### src/timer_pkg.sv
package timer_pkg;
   // Register byte offsets on the AXI4-Lite port
   localparam int ADDR_W = 8;
   localparam logic [7:0] OFF_COUNT = 8'h00;
   localparam logic [7:0] OFF_RELOAD = 8'h04;
   localparam logic [7:0] OFF_CAPTURE = 8'h08;
   localparam logic [7:0] OFF_CTRL0 = 8'h0c;
   localparam logic [7:0] OFF_CTRL1 = 8'h10;
   localparam logic [7:0] OFF_STATUS = 8'h14;
   localparam logic [7:0] OFF_MASK = 8'h18;

   // Control register zero fields
   localparam int C0_OUT_EN = 0;
   localparam int C0_IN_SRC = 1;
   localparam int C0_EVT_FLAG = 3;
   localparam int C0_ISEL_LO = 4;
   localparam int C0_MODE_MSB = 7;

   // Control register one fields
   localparam int C1_MODE_LO = 0;
   localparam int C1_PRES_LO = 3;
   localparam int C1_POL = 6;
   localparam int C1_EN = 7;

   // Status and mask bit positions
   localparam int ST_RELOAD = 0;
   localparam int ST_INPUT = 1;

   // Mode codes and interrupt select codes
   localparam logic [3:0] MODE_COMPARE = 4'h5;
   localparam logic [3:0] MODE_GATED = 4'h6;
   localparam logic [3:0] MODE_CAPCMP = 4'h7;
   localparam logic [1:0] ISEL_INPUT = 2'h2;
   localparam logic [1:0] ISEL_RELOAD = 2'h3;

   // Reset and restart values
   localparam logic [15:0] COUNT_RST = 16'h0000;
   localparam logic [15:0] RELOAD_RST = 16'hffff;
   localparam logic [15:0] COUNT_RESTART = 16'h0001;
   localparam logic [15:0] COUNT_ALL_ONES = 16'hffff;
   localparam logic [7:0] CTRL_RST = 8'h00;
   localparam logic [1:0] RESP_OKAY = 2'h0;
   localparam logic [1:0] RESP_SLVERR = 2'h2;

   // Capture/Compare wait and run states
   typedef enum logic {CC_WAIT, CC_RUN} cc_state_t;
endpackage
### src/tick_if.sv
`timescale 1ns/1ps
interface tick_if #(parameter int PW = 3);
   logic enable;
   logic [PW-1:0] prescale;
   logic tick;
   modport ctl (output enable, output prescale, input tick);
   modport div (input enable, input prescale, output tick);
endinterface

### src/prescale_divider.sv
`timescale 1ns/1ps
module prescale_divider #(
   parameter int PW = 3
) (
   // Clock and reset
   input wire logic mclk,
   input wire logic sys_rst,
   // Tick link to the timer core
   tick_if.div tl
);
   localparam int DW = (2 ** PW) - 1;
   logic [DW-1:0] div_r;
   logic [DW-1:0] divNxt;
   logic [DW-1:0] divMask;

   // Divide by two to the prescale power
   assign divMask = ~({DW{1'b1}} << tl.prescale);
   assign tl.tick = tl.enable && ((div_r & divMask) == divMask);
   assign divNxt = tl.enable ? div_r + {{(DW-1){1'b0}}, 1'b1} : '0;

   // Free divider, held clear while the timer is off
   always_ff @(posedge mclk) begin
      if (sys_rst) begin
         div_r <= '0;
      end else begin
         div_r <= divNxt;
      end
   end
endmodule

### src/timer_compare_gated_capture.sv
`timescale 1ns/1ps
// Operation
// - Compare: match interrupts, count keeps going
// - Compare: output inverts on every match
// - Compare: all-ones count wraps to zero
// - Compare: count from timer clock only
// - Gated: count only while input active
// - Gated: deassert and reload interrupt; flag input
// - Gated: reload restarts at one, output inverts
// - Gated: loaded start count only first pass
// - Interrupt select: both, input only, reload only
// - Capture/Compare: idle until first qualifying edge
// - Capture/Compare: first edge raises no interrupt
// - Later edges capture, interrupt, flag, restart
// - Compare hit: interrupt, clear flag, restart
// - Output always to events; pin when enabled
// - Input from pin or event routing
// - Mode MSB lives in control register zero
module timer_compare_gated_capture #(
   parameter int PRES_W = 3
) (
   // Clock and reset
   input wire logic mclk,
   input wire logic sys_rst,
   // AXI4-Lite write address and data
   input wire logic [7:0] awaddr,
   input wire logic awvalid,
   output logic awready,
   input wire logic [31:0] wdata,
   input wire logic [3:0] wstrb,
   input wire logic wvalid,
   output logic wready,
   // AXI4-Lite write response
   output logic [1:0] bresp,
   output logic bvalid,
   input wire logic bready,
   // AXI4-Lite read
   input wire logic [7:0] araddr,
   input wire logic arvalid,
   output logic arready,
   output logic [31:0] rdata,
   output logic [1:0] rresp,
   output logic rvalid,
   input wire logic rready,
   // Timer input sources
   input wire logic pinIn,
   input wire logic eventIn,
   // Timer output, interrupt
   output logic timerOut,
   output logic pinOut,
   output logic pinOe,
   output logic irq
);
   ////////////////////////////////////////////////////////////////////////////////
   // Declarations
   logic awHeld_r, wHeld_r, bvalid_r, rvalid_r;
   logic [7:0] awAddr_r, ctrl0_r, ctrl1_r;
   logic [31:0] wData_r, rdata_r;
   logic [3:0] wStrb_r;
   logic [1:0] bresp_r, rresp_r, stat_r, statNxt, mask_r;
   logic [15:0] cnt_r, cntNxt, reload_r, cap_r, capNxt;
   logic out_r, outNxt, flag_r, flagNxt, actPrev_r, evReload, evInput;
   timer_pkg::cc_state_t cc_r, ccNxt;
   tick_if #(.PW(PRES_W)) tl ();

   ////////////////////////////////////////////////////////////////////////////////
   // Field decode
   logic enable, polarity, inSel, inAct, qualEdge, gateFall, hit, tick;
   logic [3:0] mode;
   logic [1:0] isel;
   assign enable = ctrl1_r[timer_pkg::C1_EN];
   assign polarity = ctrl1_r[timer_pkg::C1_POL];
   assign mode = {ctrl0_r[timer_pkg::C0_MODE_MSB], ctrl1_r[timer_pkg::C1_MODE_LO +: 3]};
   assign isel = ctrl0_r[timer_pkg::C0_ISEL_LO +: 2];
   assign inSel = ctrl0_r[timer_pkg::C0_IN_SRC] ? eventIn : pinIn;
   assign inAct = inSel ^ polarity;
   assign qualEdge = inAct && !actPrev_r;
   assign gateFall = actPrev_r && !inAct;
   assign hit = (cnt_r == reload_r);
   assign tick = tl.tick;
   // Prescaler link
   assign tl.enable = enable;
   assign tl.prescale = ctrl1_r[timer_pkg::C1_PRES_LO +: PRES_W];

   prescale_divider #(.PW(PRES_W)) divider (
      .mclk(mclk),
      .sys_rst(sys_rst),
      .tl(tl)
   );
   ////////////////////////////////////////////////////////////////////////////////
   // Bus write decode
   logic doWrite, wrCount, wrReload, wrCapture, wrCtrl0, wrCtrl1, wrStatus, wrMask, wrHit;
   logic [15:0] wrHalf;
   logic [1:0] statClr;
   assign awready = !awHeld_r && !bvalid_r;
   assign wready = !wHeld_r && !bvalid_r;
   assign doWrite = awHeld_r && wHeld_r;
   assign wrCount = doWrite && (awAddr_r == timer_pkg::OFF_COUNT);
   assign wrReload = doWrite && (awAddr_r == timer_pkg::OFF_RELOAD);
   assign wrCapture = doWrite && (awAddr_r == timer_pkg::OFF_CAPTURE);
   assign wrCtrl0 = doWrite && (awAddr_r == timer_pkg::OFF_CTRL0) && wStrb_r[0];
   assign wrCtrl1 = doWrite && (awAddr_r == timer_pkg::OFF_CTRL1) && wStrb_r[0];
   assign wrStatus = doWrite && (awAddr_r == timer_pkg::OFF_STATUS) && wStrb_r[0];
   assign wrMask = doWrite && (awAddr_r == timer_pkg::OFF_MASK) && wStrb_r[0];
   assign wrHit = (awAddr_r == timer_pkg::OFF_COUNT) || (awAddr_r == timer_pkg::OFF_RELOAD)
      || (awAddr_r == timer_pkg::OFF_CAPTURE) || (awAddr_r == timer_pkg::OFF_CTRL0)
      || (awAddr_r == timer_pkg::OFF_CTRL1) || (awAddr_r == timer_pkg::OFF_STATUS)
      || (awAddr_r == timer_pkg::OFF_MASK);

   // Byte lanes merged onto a 16-bit register
   function automatic logic [15:0] lanes16(input logic [15:0] old, input logic [31:0] d,
                                           input logic [3:0] s);
      lanes16 = {s[1] ? d[15:8] : old[15:8], s[0] ? d[7:0] : old[7:0]};
   endfunction

   assign wrHalf = lanes16(cnt_r, wData_r, wStrb_r);
   assign statClr = wrStatus ? wData_r[1:0] : 2'h0;
   // Address and data may arrive in either order
   always_ff @(posedge mclk) begin
      if (sys_rst) begin
         awHeld_r <= 1'b0;
         wHeld_r <= 1'b0;
         awAddr_r <= 8'h00;
         wData_r <= 32'h0000_0000;
         wStrb_r <= 4'h0;
      end else begin
         if (awvalid && awready) begin
            awHeld_r <= 1'b1;
            awAddr_r <= awaddr;
         end else if (doWrite) begin
            awHeld_r <= 1'b0;
         end
         if (wvalid && wready) begin
            wHeld_r <= 1'b1;
            wData_r <= wdata;
            wStrb_r <= wstrb;
         end else if (doWrite) begin
            wHeld_r <= 1'b0;
         end
      end
   end

   // Write response
   always_ff @(posedge mclk) begin
      if (sys_rst) begin
         bvalid_r <= 1'b0;
         bresp_r <= timer_pkg::RESP_OKAY;
      end else if (doWrite) begin
         bvalid_r <= 1'b1;
         bresp_r <= wrHit ? timer_pkg::RESP_OKAY : timer_pkg::RESP_SLVERR;
      end else if (bready) begin
         bvalid_r <= 1'b0;
      end
   end
   assign bvalid = bvalid_r;
   assign bresp = bresp_r;

   ////////////////////////////////////////////////////////////////////////////////
   // Bus read
   logic [31:0] rdMux;
   logic rdHit;
   logic [7:0] ctrl0View;
   assign ctrl0View = {ctrl0_r[7:4], flag_r, ctrl0_r[2:0]};
   assign rdHit = (araddr == timer_pkg::OFF_COUNT) || (araddr == timer_pkg::OFF_RELOAD)
      || (araddr == timer_pkg::OFF_CAPTURE) || (araddr == timer_pkg::OFF_CTRL0)
      || (araddr == timer_pkg::OFF_CTRL1) || (araddr == timer_pkg::OFF_STATUS)
      || (araddr == timer_pkg::OFF_MASK);
   assign rdMux =
      (araddr == timer_pkg::OFF_COUNT) ? {16'h0000, cnt_r} :
      (araddr == timer_pkg::OFF_RELOAD) ? {16'h0000, reload_r} :
      (araddr == timer_pkg::OFF_CAPTURE) ? {16'h0000, cap_r} :
      (araddr == timer_pkg::OFF_CTRL0) ? {24'h000000, ctrl0View} :
      (araddr == timer_pkg::OFF_CTRL1) ? {24'h000000, ctrl1_r} :
      (araddr == timer_pkg::OFF_STATUS) ? {30'h00000000, stat_r} :
      (araddr == timer_pkg::OFF_MASK) ? {30'h00000000, mask_r} : 32'h0000_0000;
   assign arready = !rvalid_r;

   // Read data captured on the address handshake
   always_ff @(posedge mclk) begin
      if (sys_rst) begin
         rvalid_r <= 1'b0;
         rdata_r <= 32'h0000_0000;
         rresp_r <= timer_pkg::RESP_OKAY;
      end else if (arvalid && arready) begin
         rvalid_r <= 1'b1;
         rdata_r <= rdMux;
         rresp_r <= rdHit ? timer_pkg::RESP_OKAY : timer_pkg::RESP_SLVERR;
      end else if (rready) begin
         rvalid_r <= 1'b0;
      end
   end
   assign rvalid = rvalid_r;
   assign rdata = rdata_r;
   assign rresp = rresp_r;
   ////////////////////////////////////////////////////////////////////////////////
   // Counting engine
   always_comb begin
      cntNxt = cnt_r;
      capNxt = cap_r;
      outNxt = out_r;
      flagNxt = flag_r;
      ccNxt = cc_r;
      evReload = 1'b0;
      evInput = 1'b0;
      if (!enable) begin
         outNxt = polarity;
         ccNxt = timer_pkg::CC_WAIT;
      end else begin
         unique case (mode)
            timer_pkg::MODE_COMPARE: begin
               if (tick) begin
                  cntNxt = cnt_r + timer_pkg::COUNT_RESTART;
                  if (hit) begin
                     evReload = 1'b1;
                     outNxt = ~out_r;
                  end
               end
            end
            timer_pkg::MODE_GATED: begin
               if (tick && inAct) begin
                  if (hit) begin
                     cntNxt = timer_pkg::COUNT_RESTART;
                     evReload = 1'b1;
                     outNxt = ~out_r;
                     flagNxt = 1'b0;
                  end else begin
                     cntNxt = cnt_r + timer_pkg::COUNT_RESTART;
                  end
               end
               if (gateFall) begin
                  evInput = 1'b1;
                  flagNxt = 1'b1;
               end
            end
            timer_pkg::MODE_CAPCMP: begin
               unique case (cc_r)
                  timer_pkg::CC_WAIT: begin
                     if (qualEdge) begin
                        ccNxt = timer_pkg::CC_RUN;
                     end
                  end
                  timer_pkg::CC_RUN: begin
                     if (qualEdge) begin
                        capNxt = cnt_r;
                        cntNxt = timer_pkg::COUNT_RESTART;
                        evInput = 1'b1;
                        flagNxt = 1'b1;
                     end else if (tick) begin
                        if (hit) begin
                           cntNxt = timer_pkg::COUNT_RESTART;
                           evReload = 1'b1;
                           flagNxt = 1'b0;
                        end else begin
                           cntNxt = cnt_r + timer_pkg::COUNT_RESTART;
                        end
                     end
                  end
               endcase
            end
            default: begin
            end
         endcase
      end
      if (wrCount) begin
         cntNxt = wrHalf;
      end
      if (wrCapture) begin
         capNxt = lanes16(cap_r, wData_r, wStrb_r);
      end
   end

   // Interrupt selection; a new event beats a same-cycle clear
   logic inOk, reloadOk;
   assign inOk = (isel != timer_pkg::ISEL_RELOAD);
   assign reloadOk = (isel != timer_pkg::ISEL_INPUT);
   assign statNxt = (stat_r & ~statClr) | {evInput && inOk, evReload && reloadOk};

   // Timer state
   always_ff @(posedge mclk) begin
      if (sys_rst) begin
         cnt_r <= timer_pkg::COUNT_RST;
         cap_r <= timer_pkg::COUNT_RST;
         out_r <= 1'b0;
         flag_r <= 1'b0;
         cc_r <= timer_pkg::CC_WAIT;
         actPrev_r <= 1'b0;
         stat_r <= 2'h0;
      end else begin
         cnt_r <= cntNxt;
         cap_r <= capNxt;
         out_r <= outNxt;
         flag_r <= flagNxt;
         cc_r <= ccNxt;
         actPrev_r <= inAct;
         stat_r <= statNxt;
      end
   end

   // Software configuration
   always_ff @(posedge mclk) begin
      if (sys_rst) begin
         reload_r <= timer_pkg::RELOAD_RST;
         ctrl0_r <= timer_pkg::CTRL_RST;
         ctrl1_r <= timer_pkg::CTRL_RST;
         mask_r <= 2'h0;
      end else begin
         if (wrReload) reload_r <= lanes16(reload_r, wData_r, wStrb_r);
         if (wrCtrl0) ctrl0_r <= wData_r[7:0];
         if (wrCtrl1) ctrl1_r <= wData_r[7:0];
         if (wrMask) mask_r <= wData_r[1:0];
      end
   end

   // Output routing
   assign timerOut = out_r;
   assign pinOut = out_r;
   assign pinOe = ctrl0_r[timer_pkg::C0_OUT_EN];
   assign irq = |(stat_r & mask_r);

   logic cmpRun, gateRun, ccRun;
   assign cmpRun = enable && (mode == timer_pkg::MODE_COMPARE) && !wrCount;
   assign gateRun = enable && (mode == timer_pkg::MODE_GATED) && !wrCount;
   assign ccRun = enable && (mode == timer_pkg::MODE_CAPCMP) && !wrCount && !wrCtrl1;
endmodule

### config.mk
export PLATFORM = sky130hd
export DESIGN_NAME = timer_compare_gated_capture
export DESIGN_NICKNAME = d
export VERILOG_FILES = /design/src/timer_pkg.sv /design/src/tick_if.sv /design/src/prescale_divider.sv /design/src/timer_compare_gated_capture.sv
export SDC_FILE = /design/constraint.sdc
export NUM_CORES = 1
export LEC_CHECK = 0
export ABC_AREA = 1
export BUFFER_PORTS_ARGS = -buffer_cell sky130_fd_sc_hd__buf_4
export CAP_MARGIN = 40
export CORE_MARGIN = 8
export CORE_UTILIZATION = 60
export CTS_BUF_LIST = sky130_fd_sc_hd__clkbuf_8
export DETAILED_ROUTE_END_ITERATION = 8
export PLACE_DENSITY = 0.93
export RECOVER_POWER = 50
export SETUP_SLACK_MARGIN = 0.5
export SLEW_MARGIN = 20
export SYNTH_ARGS = -nofsm -noshare
export SYNTH_HDL_FRONTEND = slang
export SYNTH_SLANG_ARGS = --single-unit
### constraint.sdc
create_clock -name mclk -period 2.55 [get_ports mclk]
set_clock_uncertainty 0.15 [all_clocks]
set_input_delay 0.3825 -clock mclk [delete_from_list [all_inputs] [get_ports mclk]]
set_output_delay 0.3825 -clock mclk [all_outputs]
set_load 0.05 [all_outputs]
# Word level (Yosys, flattened, before mapping)
# Index checks and enable logic that the tools add are counted.
word_totals:
  output_inout_bits: 45
  regBits: 145
  wordCells: 193
  input_bits: 61
op_classes:
  shifts: 1
  n_bitwise: 9
  reduce_logical: 64
  muxes: 59
  addsub: 2
  eq_ne: 33
ops:
  columns: ["operator", "count"]
  rows:
  - ["$mux W16", 16]
  - ["$eq A8 B5 Y1 const B", 6]
  - ["$pmux W16 S3", 1]
  - ["$eq A8 B4 Y1 const B", 4]
  - ["$mux W8", 4]
  - ["$mux W1", 29]
  - ["$logic_and A1 B1 Y1", 23]
  - ["$ne A3 B3 Y1 const B", 7]
  - ["$reduce_bool A2 Y1", 10]
  - ["$add A16 B1 Y16 const B", 1]
  - ["$eq A16 B16 Y1", 1]
  - ["$eq A8 B3 Y1 const B", 2]
  - ["$logic_not A8 Y1", 2]
  - ["$reduce_and A5 Y1", 3]
  - ["$ne A2 B2 Y1 const B", 7]
  - ["$reduce_and A7 Y1", 2]
  - ["$eq A4 B3 Y1 const B", 3]
  - ["$logic_or A1 B1 Y1", 12]
  - ["$mux W2", 5]
  - ["$add A7 B1 Y7 const B", 1]
  - ["$and A7 B7 Y7", 1]
  - ["$eq A7 B7 Y1", 1]
  - ["$not A7 Y7", 1]
  - ["$shl A7 B3 Y7 const A", 1]
  - ["other kinds (14)", 25]

# Longest topological paths before layout
depth:
  word_depth: 12
  mapped_depth: 15
  ltp_nobuf: 14

# Cells and area by module
# Synthesis repeated with hierarchy kept, for this count alone.
hier_totals:
  cells_unflattened: 989
  hier_area_um2: 6655.1
modules_own_cells:
  columns: ["mod", "n_inst", "cells_per_inst", "area_each_um2", "seq_area_each_um2"]
  rows:
  - ["timer_compare_gated_capture", 1, 936, 6309.8, 2382.3]
  - ["prescale_divider", 1, 53, 345.3, 140.1]

# Worst setup path before layout
# No wires, ideal clock.
synth_path:
  path_kind: "reg-to-reg"
  from: "register bvalid_r, in the netlist bvalid"
  to: "register wHeld_r"
  required_ps: 2268
  synth_period_minus_slack_ps: 2194
  slack_ps: 356
  n_path_buf: 2
  arrival_time_ps: 1912
  path_stages_with_launch: 7
  setup_time_ps: 132
  path_cell_list: "dfxtp_1 nor2_1 nand2_1 clkbuf_1 clkbuf_1 nand3_1 a21oi_1"
synth_between:
  elab_chain_cells: 4
  word_cells_on_any_way: 5
  cone_classes: "1 x mux; 4 x reduce/logical"
synth_rtl:
  columns: ["item", "line_no", "source"]
  rows:
  - ["start, declared", "timer_compare_gated_capture.sv:56", "logic awHeld_r, wHeld_r, bvalid_r, rvalid_r;"]
  - ["start signal, assigned", "timer_compare_gated_capture.sv:146", "bvalid_r <= 1'b0;"]
  - ["start signal, assigned", "timer_compare_gated_capture.sv:149", "bvalid_r <= 1'b1;"]
  - ["start signal, assigned", "timer_compare_gated_capture.sv:152", "bvalid_r <= 1'b0;"]
  - ["$logic_not A1 Y1 (*)", "timer_compare_gated_capture.sv:96", "assign wready = !wHeld_r && !bvalid_r;"]
  - ["$logic_and A1 B1 Y1 (*)", "timer_compare_gated_capture.sv:96", null]
  - ["net wready", "timer_compare_gated_capture.sv:32", "output logic wready,"]
  - ["$logic_and A1 B1 Y1 (*)", "timer_compare_gated_capture.sv:133", "if (wvalid && wready) begin"]
  - ["$mux W1 / $reduce_bool A2 Y1 (equally long branches)", null, null]
  - ["end signal, assigned", "timer_compare_gated_capture.sv:122", "wHeld_r <= 1'b0;"]
  - ["end signal, assigned", "timer_compare_gated_capture.sv:134", "wHeld_r <= 1'b1;"]
  - ["end signal, assigned", "timer_compare_gated_capture.sv:138", "wHeld_r <= 1'b0;"]
  - ["end, declared", "timer_compare_gated_capture.sv:56", null]
# Mark *: on every way through the listed nets, which the timed path passes. The rest lies on a longest branch.
# A chain may end at the register's enable or synchronous reset.

# Worst setup path after layout
layout_path:
  from: "register cnt_r[0]"
  to: "register cnt_r[14]"
layout_between:
  elab_chain_cells: 8
  word_cells_on_any_way: 11
  cone_classes: "1 x add/sub; 1 x eq/ne; 9 x mux"
layout_rtl:
  columns: ["item", "line_no", "source"]
  rows:
  - ["start, declared", "timer_compare_gated_capture.sv:61", "logic [15:0] cnt_r, cntNxt, reload_r, cap_r, capNxt;"]
  - ["start signal, assigned", "timer_compare_gated_capture.sv:281", "cnt_r <= timer_pkg::COUNT_RST;"]
  - ["start signal, assigned", "timer_compare_gated_capture.sv:289", "cnt_r <= cntNxt;"]
  - ["$add A16 B1 Y16 / $eq A16 B16 Y1 (equally long branches)", null, null]
  - ["$mux W16", "timer_compare_gated_capture.sv:221, timer_compare_gated_capture.sv:249", null]
  - ["$mux W16", "timer_compare_gated_capture.sv:248", "end else if (tick) begin"]
  - ["$mux W16", "timer_compare_gated_capture.sv:243", "if (qualEdge) begin"]
  - ["$mux W16", "timer_compare_gated_capture.sv:236", "unique case (cc_r)"]
  - ["$pmux W16 S3 (*)", "timer_compare_gated_capture.sv:209", "unique case (mode)"]
  - ["$mux W16 (*)", "timer_compare_gated_capture.sv:205", "if (!enable) begin"]
  - ["$mux W16 (*)", "timer_compare_gated_capture.sv:264", "if (wrCount) begin"]
# Mark *: on every way between the ends. The rest lies on a longest branch, timed or not. The select of a mux whose other input is x is not followed.

==> results.toml <==
[clock_network]
cts_tree = "built"
numClockSinks = 126
clk_pin_slew_ns = 0.08
clockBufferDepth = 2
htree_num_levels = 4
cts_hold_buffers = 0
clock_latency_ns = 0.47
root_buffer = "clkbuf_8"
cts_made_buffers = 17

[layout]
synthToLayoutAreaGrowth_pct = 20.38
utilization_pct = 73.75
diodes = 0
fillerInstances = 761
layout.cells.non_filler = 1231
stdcell_area_um2 = 7960
final_nets = 1141
final_layout_size_suffix_gt1_share_pct = 17.87

[synth]
synth_area_um2 = 6613
yosys_warnings = 0
ys.flop_type = "dfxtp_1"
syn_avg_cell_area_um2 = 6.653
synth_seq_cells = 126
syn_inst = 994
synth_cell_types = 45
synth_edf_count = 0
synth-async-reset-ratio_pct = 0
seq_area_frac_synth_pct = 38.15

[floorplan]
pin_count = 106
die_x_um = 121.0
die_area_um2 = 14640
row_count = 38
start_util_pct = 61.27
core_area_um2 = 10790
die_y_um = 121.0

[global_route]
grt_pass1_wl_mm = 31.66
grt_max_degree = 41
grt_pass1_vias = 6615
antenna_found_initial = 0
gr-usage-all-layers_pct = 26.88
grt_overflow = 0

[routing]
drc = 0
wl_per_cell_um = 17.20
dr.pass1.iters = 9
ant_nets = 0
viasPerCell = 5.924
first_iter_violations = 1187
via_count = 7293
wl_mm = 21.17

[power]
max-vdd-ir-drop_mv = 0.4868
power_density_nw_per_um2 = 554.8
power_leakage_nw = 3.502
p_total_mw = 4.417

[setup_path]
crit_family = "simple AND/OR/NAND/NOR gates"
crit_chain = "ha_1 -> nand3_1 -> inv_1 -> nand3_2 -> nor2_4 -> nand3_2 -> nand2_1 -> nand3_1 -> o21ai_2 -> nor2_1 -> nor2_1"
end_kind = "flop"
required_ns = 2.80
cp_slowest_cell = "dfxtp_4"
cp.buffers_inverters = 1
crit_type = "flop to flop"
critPathMaxFanout = 6
crit_arrival_ns = 2.42
cpPeakStageDelay_ns = 0.38
startpoint_type = "flop"

[place]
dpl.hpwl_mm = 13.55
port_buffers = 69
dp_cells = 1174
placed_area_um2 = 7174
gp_congestion = 0.9593
pre_cts_ws_ns = 0.2237

[sta]
tightest_slew_ns = 0.7733
tns_ns = 0
max_freq_mhz = 461.8
slew_violations = 0
period_minus_slack_ns = 2.166
slew_headroom_pct = 48.45
rsz0062_at_grt = "true"
worst_slack_ns = 0.3844
hold_slack_ns = 0.01150
finalHoldViolCount = 0
period_share_pct = 84.93
finalSetupViolCount = 0

[worst_hold_path]
min_path_type = "input port to flop"

[outcome]
run_status = "complete, no violations"

[job]
maxCapViolCount = 0
-- state kept, by name, indices dropped and copies added (netlist names), 2 cells and up --
name,count
awAddr_r,8
cap_r,16
cnt_r,16
ctrl0_r,7
ctrl1_r,8
divider.div_r,7
mask_r,2
rdata,16
reload_r,16
stat_r,2
wData_r,16
wStrb_r,2
-- routing by layer --
layer  GRT usage (%)  routed length, um
met2           41.45               9533
met3           8.469               2775
met4           14.91               1066
met5               0                  0
met1           32.65               7793
-- worst min-delay path, delay by kind of cell --
kind / cells / cell delay [ns]
compound gates: 1 / 0.05
buf+inv: 2 / 0.11
simple gates: 1 / 0.04
-- report_power, final --
part	leakage, nW	internal (mW)	switching [mW]	total (mW)
sequential	1.04	2.03	0.0482	2.08
combinational	2.27	0.145	0.398	0.542
clock	0.201	0.949	0.850	1.80
-- cell usage after synthesis (2+ instances only) --
| cell | n | area share (%) |
|---|---|---|
| nor3_1 | 14 | 1.1 |
| nand3b_1 | 4 | 0.45 |
| nor2_1 | 132 | 7.5 |
| nand2_1 | 220 | 12 |
| buf_4 | 22 | 2.5 |
| clkbuf_2 | 2 | 0.15 |
| nand2_4 | 2 | 0.34 |
| nand4_1 | 9 | 0.85 |
| o211ai_1 | 19 | 2.2 |
| inv_1 | 114 | 6.5 |
| buf_6 | 3 | 0.51 |
| a21oi_1 | 63 | 4.8 |
| nand3_2 | 3 | 0.45 |
| o221ai_1 | 2 | 0.26 |
| xnor2_1 | 2 | 0.26 |
| clkbuf_1 | 23 | 1.3 |
| a211oi_1 | 17 | 1.9 |
| o21ai_0 | 98 | 7.4 |
| o2111ai_1 | 2 | 0.26 |
| a31oi_1 | 10 | 0.95 |
| nand3_1 | 51 | 3.9 |
| buf_1 | 2 | 0.11 |
| xor2_1 | 8 | 1.1 |
| inv_2 | 6 | 0.34 |
| a221oi_1 | 2 | 0.26 |
| buf_2 | 11 | 0.83 |
| o22ai_1 | 6 | 0.57 |
| nand2_2 | 2 | 0.19 |
| ha_1 | 2 | 0.38 |
| dfxtp_1 | 126 | 38 |
| o21ai_2 | 3 | 0.40 |
-- placed cells by master, fill, tap and decap left out, types with 7 or more instances in the layout --
cell and instances:
nand2_1 214, inv_2 12, nand3_1 47, conb_1 18, xor2_1 8, buf_4 73
clkbuf_1 29, nor2_4 10, o21ai_1 7, inv_1 104, nor2_1 117, nor2_2 8
o211ai_1 19, dfxtp_2 12, a31oi_1 10, nor3_1 11, dfxtp_1 108, a211oi_1 17
o21ai_0 90, nand4_1 9, clkbuf_8 20, a21oi_1 62
-- cell families (layout without fill, tap and decap cells) --
kind of cell	count (synthesis)	after routing	share of synthesized area, %
adders and majority gates	2	2	0.3784
xor gates and xnor gates	10	10	1.325
buffers and inverters	185	261	12.39
other	1	18	0.05671
DFF	126	126	38.15
and+or+nand+nor	441	445	27.89
AOI/OAI and AO/OA	229	229	19.81
-- path summary, 6_finish.rpt --
kind / slack, ns / to / cells past startpoint / startpoint
setup reg to reg: 0.38 / cnt_r[14] / 11 / cnt_r[0]
hold reg to reg: 0.32 / rdata[4] / 2 / rdata[4]
hold / removal: 0.01 / bvalid / 4 / bready
setup / recovery: 0.38 / cnt_r[14] / 11 / cnt_r[0]
-- final cells by class --
type | count | area (um^2) | area share, %
multi-input combinational | 704 | 3602 | 45.25
sequential | 126 | 2560 | 32.16
timing repair buffer | 108 | 743.2 | 9.337
inverter | 121 | 467.9 | 5.879
clock buffer | 20 | 275.3 | 3.458
tap | 140 | 175.2 | 2.201
clock inverter | 12 | 136.4 | 1.713
-- what timing repair did --
action / CTS / global route
gates resized for setup: 25 / 78
setup endpoints to repair: 33 / 42
pin swaps: 2 / 18
buffers inserted: 7 / 14
gates cloned: 0 / 4
Power figures use the tool's default switching activity.
